--- config.mk ---
export PLATFORM = sky130hd
export DESIGN_NAME = tcap_attach_ctrl
export DESIGN_NICKNAME = d
export VERILOG_FILES = /design/src/common/tcap_pkg.sv /design/src/design/tcap_attach_ctrl.sv /design/src/design/tcap_sync.sv
export SDC_FILE = /design/constraint.sdc
export NUM_CORES = 1
export LEC_CHECK = 0
export ABC_AREA = 1
export BUFFER_PORTS_ARGS = -buffer_cell sky130_fd_sc_hd__buf_2
export CORE_AREA = 2 2 107 109
export DETAILED_ROUTE_END_ITERATION = 8
export DIE_AREA = 0 0 109 111
export GPL_TIMING_DRIVEN = 0
export HOLD_SLACK_MARGIN = 0.1
export SYNTH_ARGS = -nofsm -noshare
export SYNTH_HDL_FRONTEND = slang
export SYNTH_SLANG_ARGS = --single-unit
--- constraint.sdc ---
create_clock -name clk_sys -period 3.8 [get_ports clk_sys]
set_input_delay 0.19 -clock clk_sys [delete_from_list [all_inputs] [get_ports clk_sys]]
set_output_delay 0.19 -clock clk_sys [all_outputs]
set_load 0.01 [all_outputs]
--- src/common/tcap_pkg.sv ---
package tcap_pkg;

  localparam int TCAP_PORTS       = 3;
  localparam int TCAP_CLK_NS      = 20;
  // Quiet time after any mode or polarity change
  localparam int TCAP_SETTLE_NS   = 1000;
  localparam int TCAP_SETTLE_CYC  = (TCAP_SETTLE_NS + TCAP_CLK_NS - 1) / TCAP_CLK_NS;
  localparam int TCAP_SETTLE_W    = 8;

  localparam logic TCAP_POL_HIGH  = 1'b1;
  localparam logic TCAP_EN_RST    = 1'b0;
  localparam logic TCAP_MODE2_SEL = 1'b1;

  typedef enum logic [1:0] {
    TCAP_MODE_EXT,
    TCAP_MODE_INT1,
    TCAP_MODE_INT2
  } tcap_mode_t;

  // Active level of a pin as seen through the polarity strap
  function automatic logic tcap_active(input logic lvl, input logic pol);
    tcap_active = (pol == TCAP_POL_HIGH) ? lvl : ~lvl;
  endfunction : tcap_active

endpackage : tcap_pkg

--- src/design/tcap_attach_ctrl.sv ---
`timescale 1ns/1ps
`default_nettype none
// Overview of operation
// - Three configurations: external mux, internal mux mode 1, internal mux mode 2.
// - External mux: per-port attach input gates PHY clocking while active.
// - Mux-mode select low or floating chooses internal mode 1.
// - Mode 1: attach plus orientation input give validity and cable orientation.
// - Mux-mode select high chooses internal mode 2.
// - Mode 2: lane A and lane B attach inputs give validity and orientation.
// - Internal modes enable the matching lane PHY only; unused PHYs stay off.
// - Polarity-select input sets active level of attach and orientation inputs.
module tcap_attach_ctrl
  import tcap_pkg::*;
#(
  parameter int PORTS = TCAP_PORTS
) (
  input  wire logic             clk_sys,
  input  wire logic             arst_n,
  input  wire logic             external_mux_select,
  input  wire logic             mux_mode_select,
  input  wire logic             attach_polarity_select,
  input  wire logic [PORTS-1:0] port_attach_in,
  input  wire logic [PORTS-1:0] port_orientation_in,
  input  wire logic [PORTS-1:0] lane_a_attach_in,
  input  wire logic [PORTS-1:0] lane_b_attach_in,
  output logic      [PORTS-1:0] phy_clock_en,
  output logic      [PORTS-1:0] phy_lane_a_en,
  output logic      [PORTS-1:0] phy_lane_b_en,
  output logic      [PORTS-1:0] attach_valid,
  output logic      [PORTS-1:0] orientation_b,
  output tcap_mode_t            mode_active
);

  localparam int SW = 3 + 4 * PORTS;

  typedef struct packed {
    tcap_mode_t               mode;
    logic                     pol;
    logic [TCAP_SETTLE_W-1:0] settle;
    logic [PORTS-1:0]         clk_en;
    logic [PORTS-1:0]         lane_a;
    logic [PORTS-1:0]         lane_b;
    logic [PORTS-1:0]         valid;
    logic [PORTS-1:0]         orient;
  } tcap_state_t;

  tcap_state_t      state_q;
  tcap_state_t      state_d;
  logic [SW-1:0]    raw_in;
  logic [SW-1:0]    syn_in;
  logic             ext_s;
  logic             msel_s;
  logic             pol_s;
  logic [PORTS-1:0] att_s;
  logic [PORTS-1:0] ori_s;
  logic [PORTS-1:0] la_s;
  logic [PORTS-1:0] lb_s;
  tcap_mode_t       mode_now;
  logic             cfg_moved;

  // External mux strap outranks the internal mode strap
  function automatic tcap_mode_t tcap_mode_of(
    input logic ext,
    input logic msel
  );
    tcap_mode_t m;
    if (ext) begin
      m = TCAP_MODE_EXT;
    end else if (msel == TCAP_MODE2_SEL) begin
      m = TCAP_MODE_INT2;
    end else begin
      // Pulled low on board when left open
      m = TCAP_MODE_INT1;
    end
    tcap_mode_of = m;
  endfunction : tcap_mode_of

  // Per-port lane claim as {lane A, lane B}; never both set
  function automatic logic [1:0] tcap_lanes(
    input tcap_mode_t mode,
    input logic       pol,
    input logic       att,
    input logic       ori,
    input logic       la,
    input logic       lb
  );
    logic a;
    logic b;
    a = 1'b0;
    b = 1'b0;
    unique case (mode)
      TCAP_MODE_EXT: begin
        // Orientation means nothing behind an external mux
        a = tcap_active(att, pol);
      end
      TCAP_MODE_INT1: begin
        a = tcap_active(att, pol) & ~tcap_active(ori, pol);
        b = tcap_active(att, pol) & tcap_active(ori, pol);
      end
      TCAP_MODE_INT2: begin
        // Both lanes claimed: A wins, one PHY only
        a = tcap_active(la, pol);
        b = tcap_active(lb, pol) & ~a;
      end
      default: begin
        a = 1'b0;
        b = 1'b0;
      end
    endcase
    tcap_lanes = {a, b};
  endfunction : tcap_lanes

  // One port's {clock enable, lane A enable, lane B enable}
  function automatic logic [2:0] tcap_enables(
    input tcap_mode_t mode,
    input logic       a,
    input logic       b
  );
    logic [2:0] en;
    if (mode == TCAP_MODE_EXT) begin
      // External mux owns the lanes; only the clock gate is ours
      en = {a, TCAP_EN_RST, TCAP_EN_RST};
    end else begin
      en = {a | b, a, b};
    end
    tcap_enables = en;
  endfunction : tcap_enables

  // Drop every PHY and start the quiet window, so no lane
  // sees a half-decoded attach from the old mode
  function automatic tcap_state_t tcap_cleared(
    input tcap_mode_t mode,
    input logic       pol
  );
    tcap_state_t s;
    s            = '0;
    s.mode       = mode;
    s.pol        = pol;
    s.settle     = TCAP_SETTLE_W'(TCAP_SETTLE_CYC);
    tcap_cleared = s;
  endfunction : tcap_cleared

  // Straps and attach pins share one synchroniser, so a polarity
  // flip and the re-levelled pins arrive in the same cycle
  assign raw_in = {external_mux_select, mux_mode_select, attach_polarity_select,
                   port_attach_in, port_orientation_in, lane_a_attach_in, lane_b_attach_in};

  tcap_sync #(.W(SW)) u_sync (
    .clk_sys  (clk_sys),
    .arst_n   (arst_n),
    .async_in (raw_in),
    .sync_out (syn_in)
  );

  assign {ext_s, msel_s, pol_s, att_s, ori_s, la_s, lb_s} = syn_in;

  assign mode_now  = tcap_mode_of(ext_s, msel_s);
  assign cfg_moved = (mode_now != state_q.mode) || (pol_s != state_q.pol);

  always_comb begin
    logic a;
    logic b;
    a       = 1'b0;
    b       = 1'b0;
    state_d = state_q;
    if (cfg_moved) begin
      state_d = tcap_cleared(mode_now, pol_s);
    end else if (state_q.settle != '0) begin
      // Outputs stay dark until the straps have been quiet a while
      state_d.settle = state_q.settle - TCAP_SETTLE_W'(1);
    end else begin
      for (int p = 0; p < PORTS; p++) begin
        // Decode uses the registered mode and polarity, never the
        // freshly synchronised straps, so a port never mixes two modes
        {a, b} = tcap_lanes(
          state_q.mode,
          state_q.pol,
          att_s[p],
          ori_s[p],
          la_s[p],
          lb_s[p]
        );
        state_d.valid[p]  = a | b;
        state_d.orient[p] = b;
        {state_d.clk_en[p], state_d.lane_a[p], state_d.lane_b[p]} =
          tcap_enables(state_q.mode, a, b);
      end
    end
  end

  always_ff @(posedge clk_sys or negedge arst_n) begin
    if (!arst_n) begin
      state_q <= '0;
    end else begin
      state_q <= state_d;
    end
  end

  assign phy_clock_en  = state_q.clk_en;
  assign phy_lane_a_en = state_q.lane_a;
  assign phy_lane_b_en = state_q.lane_b;
  assign attach_valid  = state_q.valid;
  assign orientation_b = state_q.orient;
  assign mode_active   = state_q.mode;

endmodule : tcap_attach_ctrl
`default_nettype wire

--- src/design/tcap_sync.sv ---
`timescale 1ns/1ps
`default_nettype none
module tcap_sync
  import tcap_pkg::*;
#(
  parameter int W = 1
) (
  input  wire logic         clk_sys,
  input  wire logic         arst_n,
  input  wire logic [W-1:0] async_in,
  output logic      [W-1:0] sync_out
);

  typedef struct packed {
    logic [W-1:0] meta;
    logic [W-1:0] sync;
  } tcap_sync_state_t;

  tcap_sync_state_t state_q;
  tcap_sync_state_t state_d;

  // First stage feeds only the second stage
  always_comb begin
    state_d      = state_q;
    state_d.meta = async_in;
    state_d.sync = state_q.meta;
  end

  always_ff @(posedge clk_sys or negedge arst_n) begin
    if (!arst_n) begin
      state_q <= '0;
    end else begin
      state_q <= state_d;
    end
  end

  assign sync_out = state_q.sync;

endmodule : tcap_sync
`default_nettype wire

After elaboration in Yosys (flattened, before gate mapping)
Cells that the tools add are included.
{"block": "classes", "eq_ne": 5, "mux": 38, "addsub": 1, "n_bitwise": 30, "n_reduce_logical": 4}
{"operator": "2-to-1 mux 1 bit", "count": 24}
{"operator": "2-to-1 mux 23 bit", "count": 1}
{"operator": "NOT 1 bit", "count": 18}
{"operator": "2-to-1 mux 15 bit", "count": 1}
{"operator": "AND 1 bit", "count": 9}
{"operator": "2-to-1 mux 3 bit", "count": 3}
{"operator": "case mux 1 bit (3 select lines)", "count": 3}
{"operator": "2-to-1 mux 8 bit", "count": 1}
{"operator": "nonzero test 8 bit", "count": 1}
{"operator": "subtractor 8 x 1 -> 8 bit, second input constant", "count": 1}
{"operator": "case mux 1 bit (2 select lines)", "count": 3}
{"operator": "2-to-1 mux 2 bit", "count": 2}
{"operator": "OR 1 bit", "count": 3}
{"operator": "equality test 2 x 1 -> 1 bit, second input constant", "count": 1}
{"operator": "equality test 2 bit, second input constant", "count": 1}
{"operator": "zero test 2 bit", "count": 1}
{"operator": "inequality test 2 bit", "count": 1}
{"operator": "inequality test 2 bit, second input constant", "count": 1}
{"operator": "nonzero test 2 bit", "count": 1}
{"operator": "logical OR 1 bit", "count": 1}
{"operator": "inequality test 1 bit", "count": 1}
{"block": "totals", "in_bits": 17, "ff_bits": 56, "elab_cells": 88, "out_inout_bits": 17}

Logic depth before layout (Yosys ltp)
Gate-level depths: netlist of run 1.
{"block": "logic_depth", "word_depth": 11, "depth_mapped": 9, "depth_no_buf": 9}

Cells and area by module
Synthesis of run 1 repeated with hierarchy kept, for this count alone.
{"block": "hier_totals", "cells_unflattened": 275, "hier_area_um2": 2546.2}
{"module": "tcap_attach_ctrl", "cells_per_inst": 245, "seq_area_each_um2": 650.6, "area_per_inst_um2": 1795.5, "instances": 1}
{"module": "tcap_sync", "cells_per_inst": 30, "seq_area_each_um2": 750.7, "area_per_inst_um2": 750.7, "instances": 1}

Worst setup path after synthesis of run 1
Ideal clock, no wire load.
{"block": "synth_timing", "kind": "register -> register", "from": "register state_q[15] in the netlist's numbering", "to": "register state_q, in the netlist phy_lane_b_en[0]", "t_required_ns": 3.681, "path_stages_with_launch": 9, "setup_ns": 0.119, "synth_period_minus_slack_ns": 1.408, "arrival_time_ns": 1.289, "path_slack_ns": 2.392, "path_buffers": 1, "cell_sequence": "dfrtp_1 > inv_1 > ha_1 > nand2_1 > nor3_2 > nor2_4 > buf_6 > nand2_1 > nand2_1"}
{"block": "synth_between", "elab_chain_len": 2}
{"item": "start: declaration", "line_no": "tcap_attach_ctrl.sv:47", "source": "tcap_state_t state_q;"}
{"item": "start signal: assignment", "line_no": "tcap_attach_ctrl.sv:195", "source": "state_q <= state_d;"}
{"item": "nonzero test 8 bit", "line_no": "tcap_attach_ctrl.sv:168", "source": "end else if (state_q.settle != '0) begin"}
{"item": "inequality test 2 bit (no line)"}
Every way passes these cells.
A chain may end at the register's enable or synchronous reset.

Final worst setup path of run 1
{"block": "layout_timing", "from": "register state_q, in the netlist mode_active[0]", "to": "register state_q, in the netlist phy_clock_en[0]"}
{"block": "layout_between", "elab_chain_len": 8, "elab_cells_between_ends": 16, "classes_between": "eq/ne: 4; mux: 9; bitwise: 1; reduce/logical: 2"}
{"item": "equality test 2 bit, or another cell as far along", "line_no": "tcap_attach_ctrl.sv:91", "source": "unique case (mode)"}
{"item": "case mux 1 bit (3 select lines) / case mux 1 bit (2 select lines) (equally long branches)", "line_no": "tcap_attach_ctrl.sv:91"}
{"item": "2-to-1 mux 1 bit", "line_no": "tcap_attach_ctrl.sv:168"}
{"item": "2-to-1 mux 1 bit", "line_no": "tcap_attach_ctrl.sv:166", "source": "if (cfg_moved) begin"}
{"item": "OR 1 bit", "line_no": "tcap_attach_ctrl.sv:124", "source": "en = {a | b, a, b};"}
{"item": "2-to-1 mux 3 bit", "line_no": "tcap_attach_ctrl.sv:120", "source": "if (mode == TCAP_MODE_EXT) begin"}
{"item": "2-to-1 mux 15 bit", "line_no": "tcap_attach_ctrl.sv:168"}
{"item": "2-to-1 mux 23 bit", "line_no": "tcap_attach_ctrl.sv:166"}
Several ways; a longest one is shown, not always the timed one. The select of a mux whose other input is x is not followed.

==> results.md, run 1 <==
* Status: finished, final reports clean
* Crit path max-delay family: flip-flops
* Core area at 0.01108 mm2
* Seq/Total Area, Yosys at approximately 56%
* WL per Instance at 9.799 um
* Worst setup EP type: register
* DRC viols at 0
* Largest area contributor in the netlist: dfrtp_1
* Top cells by area, synth: dfrtp_1 (56%), nand2_1 (13%), nand3_1 (5.2%)
* Hold EP: u_sync.sync_out[1]
* FF-to-FF Start: mode_active[0]
* Required @ worst endpoint at 4.03 ns
* First-pass GRT wire length at 8093 um
* Vias/cell at slightly below 4
* H-tree Lvls at 2
* Actual slew at the worst max-slew pin at 0.6832 ns
* Clock sink count at between 50 and 60
* CTS buffer count at 5
* Area of the mapped netlist at between 0.002 and 0.0025 mm2
* Post-CTS Setup Inserts at 0
* Worst-path fanout max at 5
* Leakage at 1.676 nW
* Total routed wirelength at around 4700 um
* Crit path max-delay cell type: dfrtp_1
* Pre-Repair DR Iteration Count at 5
* Fin. Hold Viols at 0
* P&R area growth vs syn at 26.49%
* Initial Util at 22.43%
* Post-synthesis register bit count at 56
* Clock Path Buffers at 2
* Number of global-route vias before repair at roughly 1800
* Pins over their slew limit at 0
* Startpoint types: register
* Layout cell share with drive strength beyond 1 at 21.26%
* Peak supply drop at around 0.17 mV
* Worst path arrival time at 1.89 ns
* I/O pins at 34
* DP HPWL at 3449 um
* Die H at roughly 110 um
* RePlAce Congestion at 0.8114
* Initial antenna violation count at 0
* CTS clk-pin slew, worst paths at 0.07 ns
* Final period util at between 40% and 50%
* Finish-stage setup viols at 0
* Pin count of the biggest net entering global routing at between 50 and 60
* Fmax at 603.8 MHz
* TritonCTS clock tree: done
* Clock Tree Root: clkbuf_16
* Final setup TNS at 0 ns
* Layout net count at 356
* Hold Path Class: reg -> reg
* Pwr Total at 0.001215 W
* Synth warn at 0
* Worst R2R Setup Slack at 2.14 ns
* Mapped Avg Cell Area at 8.971 um2
* Antenna Cells at 0
* Top cell type's share of synthesized area at 56.39%
* FF-to-FF End: phy_clock_en[0]
* Most common library cells after synthesis: nand2_1 (86), dfrtp_1 (56), inv_1 (30)
* I/O Buffers at 33
* Total gr overflow at 0
* Maxcap violations at 0
* Unrepaired setup endpoints after global routing: false
* Final min period at 1.656 ns
* WP buf/inv at 2
* Post-synth cell types at 23
* Top_reg_cell synth: dfrtp_1
* Critical path's largest stage delay at 0.43 ns
* Placed cell areas at roughly 0.0028 mm2
* Hold Crit Depth at 0
* Clk_skew at ~0.0053 ns
* Total track usage at 8.441%
* Slew HR at 54.45%
* Critical path class: reg -> reg
* Number of routed nets with antenna violations at 0
* Crit-path cells: inv_1 -> ha_1 -> inv_1 -> a21oi_1 -> nand2_1 -> a21oi_1 -> nand3_1 -> nand3_1
* Pwr/cell area at 386.6 mW/mm2
* Die ar. at 0.01210 mm2
* Final Cell Area at 0.003143 mm2
* Synth Net Count at 300
* Die width at about 110 um
* Share of flip-flops with an asynchronous set or reset at 100.0%
* Hold Path Origin: u_sync.state_d[1]
* Vias post-DR at around 1900
* Detailed Route Iter0 Violations at 90
* Mapped Cells at ~280
* Count leader, synth: nand2_1
* Post-synth EDFFs at 0
* Depth of the most critical reg-to-reg path at 8
* Num rows at 39
* Clk Latency, worst-skew pair at around 0.30 ns
==> how the worst max path moves through the flow <==
stage,from,endpoint,depth (start not counted)
floorplan,state_q[15],phy_lane_b_en[0],8
global placement,mode_active[0],phy_clock_en[0],8
detailed placement,mode_active[0],phy_clock_en[0],8
CTS,mode_active[0],phy_clock_en[0],8
global route,state_q[23],phy_clock_en[0],8
finish,mode_active[0],phy_clock_en[0],8
==> logic make-up (layout without fill, tap and decap cells) <==
group           count (synthesis)  count (layout)  synth area share [%]
compound gates                 13              13                 2.770
buf+inv                        53             110                 11.28
xor+xnor                        4               4                 1.410
simple gates                  145             145                 25.13
flops                          56              56                 56.39
fa+ha+maj                       6               6                 3.021
==> flip-flops by register name, indices dropped and copies added (netlist names) <==
signal           flops
state_q              9
phy_lane_a_en        3
u_sync.sync_out     15
attach_valid         3
orientation_b        3
phy_clock_en         3
u_sync.state_d      15
mode_active          2
phy_lane_b_en        3
==> worst reg2reg max path, stage by stage (launching register included) <==
cell and delay [ns]:
dfrtp_1 0.43, inv_1 0.12, ha_1 0.22, inv_1 0.10
a21oi_1 0.14, nand2_1 0.08, a21oi_1 0.25, nand3_1 0.15
nand3_1 0.10
==> layer usage <==
metal  vias up  part of all wire (%)  global-route usage [%]
met5         -                     0                       0
met4         0                   1.9                   4.017
met3         8                   5.5                   2.116
met2        60                    47                   13.62
met1       874                    45                   10.43
li1        949                     -                       -
==> area by class of cell <==
| type | instances | area (um2) |
|---|---|---|
| clock inverter | 3 | 26.28 |
| multi-input combinational | 168 | 803.3 |
| tap | 143 | 178.9 |
| sequential | 56 | 1401 |
| timing repair buffer | 49 | 327.8 |
| clock buffer | 5 | 125.1 |
| buffer | 22 | 163.9 |
| inverter | 31 | 116.4 |
| fill | 1164 | 7934 |
==> through the flow <==
step	setup WS (ns)	instances	utilization [%]	hold WS [ns]
finish	2.144	477	28.37	0.3492
global route	1.990	477	28.37	0.3550
CTS	2.169	476	28.26	0.1957
detailed placement	2.191	453	25.54	0.2993
global placement	2.199	453	25.54	0.2999
floorplan	2.392	277	-	-0.1056
==> layout by cell type, fill, tap and decap left out, drive strengths merged <==
cell type    netlist  layout
ha                 6       6
dlygate4sd3        0      16
xor2               2       2
nand2             87      87
o21ai              4       4
nand4              2       2
xnor2              2       2
clkinv             0       1
inv               31      33
dfrtp             56      56
nor2              24      24
nand3             28      28
clkbuf             1       6
nor3               4       4
buf               21      54
a21oi              9       9
==> report_power, final <==
group / internal, W / switching, W / total (W)
Sequential: 0.000616 / 0.0000116 / 0.000628
Combinational: 0.0000453 / 0.0000715 / 0.000117
Clock: 0.000251 / 0.000220 / 0.000470
==> what timing repair did <==
| action | CTS | global route |
|---|---|---|
| hold endpoints to repair | 15 | 56 |
| gates resized for setup | 0 | 0 |
| hold buffers | 15 | 1 |
Note: power is estimated with default switching activity, not from simulation.
==> run 2: changes to the inputs <==
Clock period 3.8 ns to 1.52 ns, I/O delays scaled along.
==> results.md, run 2 (synthesized netlist as in run 1, its figures left out) <==
* Final Cell Area at roughly 0.0034 mm2
* H-tree Lvls at 2
* Actual slew at the worst max-slew pin at 0.6894 ns
* Maxcap violations at 0
* Num rows at 39
* Most frequent cells in the layout: nand2_1 (84), dfrtp_1 (54), buf_4 (38)
* Clock sink count at 56
* Hold Path Class: reg -> reg
* DP HPWL at 3449 um
* Finish-stage setup viols at 0
* FF-to-FF End: phy_clock_en[0]
* Initial antenna violation count at 0
* Vias post-DR at around 2000
* Number of routed nets with antenna violations at 0
* Pin count of the biggest net entering global routing at 57
* FF-to-FF Start: state_q[15]
* Hold WS at 0.3491 ns
* Required @ worst endpoint at 1.70 ns
* Fmax at 687.7 MHz
* Peak supply drop at 0.4309 mV
* Number of global-route vias before repair at 1857
* Pwr/cell area at 921.3 mW/mm2
* Worst-path fanout max at 6
* Hold Path Origin: u_sync.state_d[1]
* Clk_skew at between 0.006 and 0.007 ns
* Fill cell count at 1142
* Pre-Repair DR Iteration Count at 4
* Hold EP: u_sync.sync_out[1]
* Worst setup EP type: register
* Fin. Hold Viols at 0
* Total track usage at 8.480%
* Final min period at 1.454 ns
* Total routed wirelength at a little over 5000 um
* TritonCTS clock tree: done
* First-pass GRT wire length at 8121 um
* CTS clk-pin slew, worst paths at about 0.08 ns
* Critical path class: reg -> reg
* Vias/cell at 3.938
* Die H at 111 um
* DRC viols at 0
* Antenna Cells at 0
* Layout cell share with drive strength beyond 1 at 30.31%
* Layout net count at 375
* Pins over their slew limit at 0
* Worst path arrival time at 1.63 ns
* Clk Latency, worst-skew pair at around 0.30 ns
* P&R area growth vs syn at 37.01%
* Die width at 109 um
* Critical path's largest stage delay at 0.39 ns
* Total gr overflow at 0
* RePlAce Congestion at between 0.8 and 0.9
* Most common cell after layout, fill and taps aside: nand2_1
* Crit path max-delay family: simple AND/OR/NAND/NOR gates
* Worst R2R Setup Slack at 0.07 ns
* WL per Instance at just over 10 um
* Status: finished, final reports clean
* Initial Util at 22.43%
* Slew HR at 54.04%
* Final period util at a little over nine tenths
* Depth of the most critical reg-to-reg path at 8
* Detailed Route Iter0 Violations at 107
* Crit-path cells: inv_2 -> ha_4 -> nand2_2 -> nor3_4 -> nor2_4 -> buf_12 -> nand2_1 -> nand3_1
* Startpoint types: register
* WP buf/inv at 2
* Crit path max-delay cell type: dfrtp_1
* I/O Buffers at 33
* Placed cell areas at 0.002829 mm2
* Die ar. at 0.01210 mm2
* CTS buffer count at 5
* Leakage at 1.785 nW
* Clock Tree Root: clkbuf_16
* Core area at 0.01108 mm2
* Clock Path Buffers at 2
* Hold Crit Depth at 0
* I/O pins at 34
## run 2: cell types whose count changed in the layout (fill, tap and decap cells not counted), sizes merged
cell,previous run,this run
buf,54,73
## run 2: worst max-delay path by stage
stage,start,end,slack (ns),depth (start not counted)
global placement,mode_active[0],phy_clock_en[0],-0.08,8
floorplan,state_q[15],phy_lane_b_en[0],0.11,8
CTS,mode_active[1],phy_clock_en[0],0.006,8
finish,state_q[15],phy_clock_en[0],0.07,8
global route,state_q[21],orientation_b[1],-0.02,7
detailed placement,mode_active[0],phy_clock_en[0],-0.09,8
## run 2: layer usage
layer	global-route usage [%]	part of all wire (%)
met1	10.28	46
met3	2.116	4.4
met2	13.91	48
met4	4.017	2.1
met5	0	0
## run 2: per-stage QoR
| step | worst slack (ns) | TNS [ns] | power, W | std cells | util (%) |
|---|---|---|---|---|---|
| floorplan | 0.1117 | 0 | 0.001759 | 277 | - |
| global placement | -0.08101 | -0.5663 | 0.001852 | 453 | 25.54 |
| detailed placement | -0.08922 | -0.6353 | 0.001863 | 453 | 25.54 |
| CTS | 0.006311 | 0 | 0.003103 | 479 | 28.84 |
| global route | -0.02286 | -0.1084 | 0.003270 | 496 | 30.74 |
| finish | 0.06584 | 0 | 0.003137 | 496 | 30.74 |
## run 2: area by class of cell
type / instances / area [um2] / share of cell area, %
Sequential cell: 56 / 1404 / 41.23
Multi-Input combinational cell: 168 / 899.6 / 26.42
Timing Repair Buffer: 69 / 490.5 / 14.41
Tap cell: 143 / 178.9 / 5.255
Buffer: 21 / 161.4 / 4.741
Clock buffer: 5 / 125.1 / 3.675
Inverter: 31 / 118.9 / 3.491
Clock inverter: 3 / 26.28 / 0.7718
## run 2: worst register-to-register path, delay by kind of cell, from the launching register on
family,cells,cell delay [ns]
simple gates,5,0.56
flops,1,0.39
fa+ha+maj,1,0.15
buf+inv,2,0.25
## run 2: report_power, final
group          total, W  internal (W)  switching (W)
Clock           0.00119      0.000627       0.000564
Sequential      0.00157       0.00154      0.0000314
Combinational  0.000372      0.000165       0.000207
## run 2: what timing repair did
item,4_1_cts,5_1_grt
hold endpoints to repair,71,0
setup buffers,3,17
resized for setup,5,25
hold buffers,16,0
gates cloned,0,0
setup endpoints to repair,16,18
pin swaps,2,9
==> run 3: changes to the inputs <==
Clock period 1.52 ns to 1.7 ns, I/O delays scaled along.
==> results.md, run 3 (synthesized netlist as in run 1, its figures left out) <==
* Fill cell count at 1164
* Clock Path Buffers at 2
* Fmax at 634.1 MHz
* Most frequent cells in the layout: nand2_1 (86), dfrtp_1 (56), buf_2 (34)
* Fin. Hold Viols at 0
* FF-to-FF End: phy_clock_en[0]
* Finish-stage setup viols at 0
* Clk Latency, worst-skew pair at 0.30 ns
* Pre-Repair DR Iteration Count at 4
* Critical path class: reg -> reg
* Crit path to: phy_clock_en[0]
* Layout cell share with drive strength beyond 1 at 22.39%
* WL per Instance at 9.879 um
* Slew HR at 54.42%
* Final setup TNS at 0 ns
* Die H at 111 um
* FF-to-FF Start: mode_active[0]
* Number of global-route vias before repair at roughly 1900
* Antenna Cells at 0
* Layout net count at between 300 and 400
* Crit-path cells: inv_1 -> ha_1 -> inv_1 -> a21oi_1 -> nand2_1 -> a21oi_2 -> nand3_1 -> nand3_1
* Initial Util at roughly 22%
* Most common cell after layout, fill and taps aside: nand2_1
* Cell count after placement at 453
* DRC viols at 0
* CTS clk-pin slew, worst paths at 0.07 ns
* Critical path's largest stage delay at about 0.43 ns
* Number of routed nets with antenna violations at 0
* Pwr/cell area at 859.9 mW/mm2
* GRT Max-Usage Layer: met2
* Worst path arrival time at ~1.8 ns
* Pins over their slew limit at 0
* Required @ worst endpoint at 1.93 ns
* Crit path max-delay family: flip-flops
* H-tree Lvls at 2
* CTS buffer count at 5
* Pin count of the biggest net entering global routing at 57
* Hold WS at 0.3492 ns
* Maxcap violations at 0
* Num rows at 39
* Depth of the most critical reg-to-reg path at 8
* Crit path max-delay cell type: dfrtp_1
* Status: finished, final reports clean
* I/O pins at 34
* RePlAce Congestion at 0.8114
* Total routed wirelength at about 4700 um
* Die width at 109 um
* Worst R2R Setup Slack at between 0.1 and 0.15 ns
* WP buf/inv at 2
* Non-Filler Instances at between 400 and 500
* Clock Tree Root: clkbuf_16
* Total track usage at 8.466%
* Final period util at 92.76%
* Hold Path Class: reg -> reg
* CP startpoint: mode_active[0]
* Clock sink count at 56
* Vias/cell at just under 4
* Worst slack, placed at 0.09078 ns
* First-pass GRT wire length at 8114 um
* Total gr overflow at 0
* Actual slew at the worst max-slew pin at roughly 0.7 ns
* P&R area growth vs syn at 27.49%
* Clk_skew at 0.004604 ns
* M2 GR Usage at 13.71%
* Worst path depth at 8
* Die ar. at 0.01210 mm2
* Vias post-DR at 1873
* TritonCTS clock tree: done
* Leakage at 1.680 nW
* Initial antenna violation count at 0
* Core area at about 0.011 mm2
* Worst setup EP type: register
* Met3 usage at 2.116%
* Post-route setup slack at roughly 0.12 ns
* Peak supply drop at 0.3829 mV
* Met1 Use GR at 10.43%
* I/O Buffers at 33
* Startpoint types: register
* Worst-path fanout max at 5
* Detailed Route Iter0 Violations at 70
* Final min period at 1.577 ns
* Pwr Total at 0.002724 W
* DP HPWL at approximately 3400 um
run 3: changes by cell type in the layout (fill, tap and decap cells not counted), moves of 3 or more:
cell	previous run	this run
buf_4	38	19
ha_1	2	5
ha_4	3	0
inv_1	26	30
inv_2	4	1
run 3: timing repair:
item	in CTS	in global routing
hold buffers	16	0
buffers inserted	0	1
hold endpoints to repair	71	0
endpoints found under the setup margin	0	15
gates resized for setup	0	4
run 3: per-stage QoR:
stage | area (um2) | utilization [%]
floorplan | 2485 | -
global placement | 2829 | 25.54
detailed placement | 2829 | 25.54
CTS | 3141 | 28.35
global route | 3168 | 28.60
finish | 3168 | 28.60
run 3: worst min-delay path by stage:
stage,start,end,cells after the start
floorplan,arst_n,attach_valid[0],0
finish,u_sync.state_d[1],u_sync.sync_out[1],0
CTS,u_sync.state_d[1],u_sync.sync_out[1],0
detailed placement,lane_a_attach_in[2],u_sync.state_d[5],1
global placement,lane_b_attach_in[2],u_sync.state_d[2],1
global route,u_sync.state_d[2],u_sync.sync_out[2],0
run 3: worst register-to-register path: stages (launching register included):
cell     delay, ns
dfrtp_1       0.43
inv_1         0.12
ha_1          0.23
inv_1         0.10
a21oi_1       0.13
nand2_1       0.09
a21oi_2       0.19
nand3_1       0.12
nand3_1       0.10
run 3: routing by layer:
layer,vias up,part of all wire (%)
li1,952,-
met1,863,45
met2,51,47
met3,7,5.9
met4,0,1.9
met5,-,0
run 3: report_power, final:
group	total, W	internal [W]	switching, W
Clock	0.00105	0.000560	0.000490
Combinational	0.000270	0.000107	0.000163
Sequential	0.00140	0.00138	0.0000260
run 3: layout make-up:
class,instances,area (um2),area share [%]
Inverter,31,116.4,3.673
Sequential cell,56,1401,44.23
Buffer,22,163.9,5.174
Timing Repair Buffer,50,335.3,10.58
Tap cell,143,178.9,5.648
Multi-Input combinational cell,168,820.8,25.91
Clock inverter,3,26.28,0.8294
Clock buffer,5,125.1,3.949
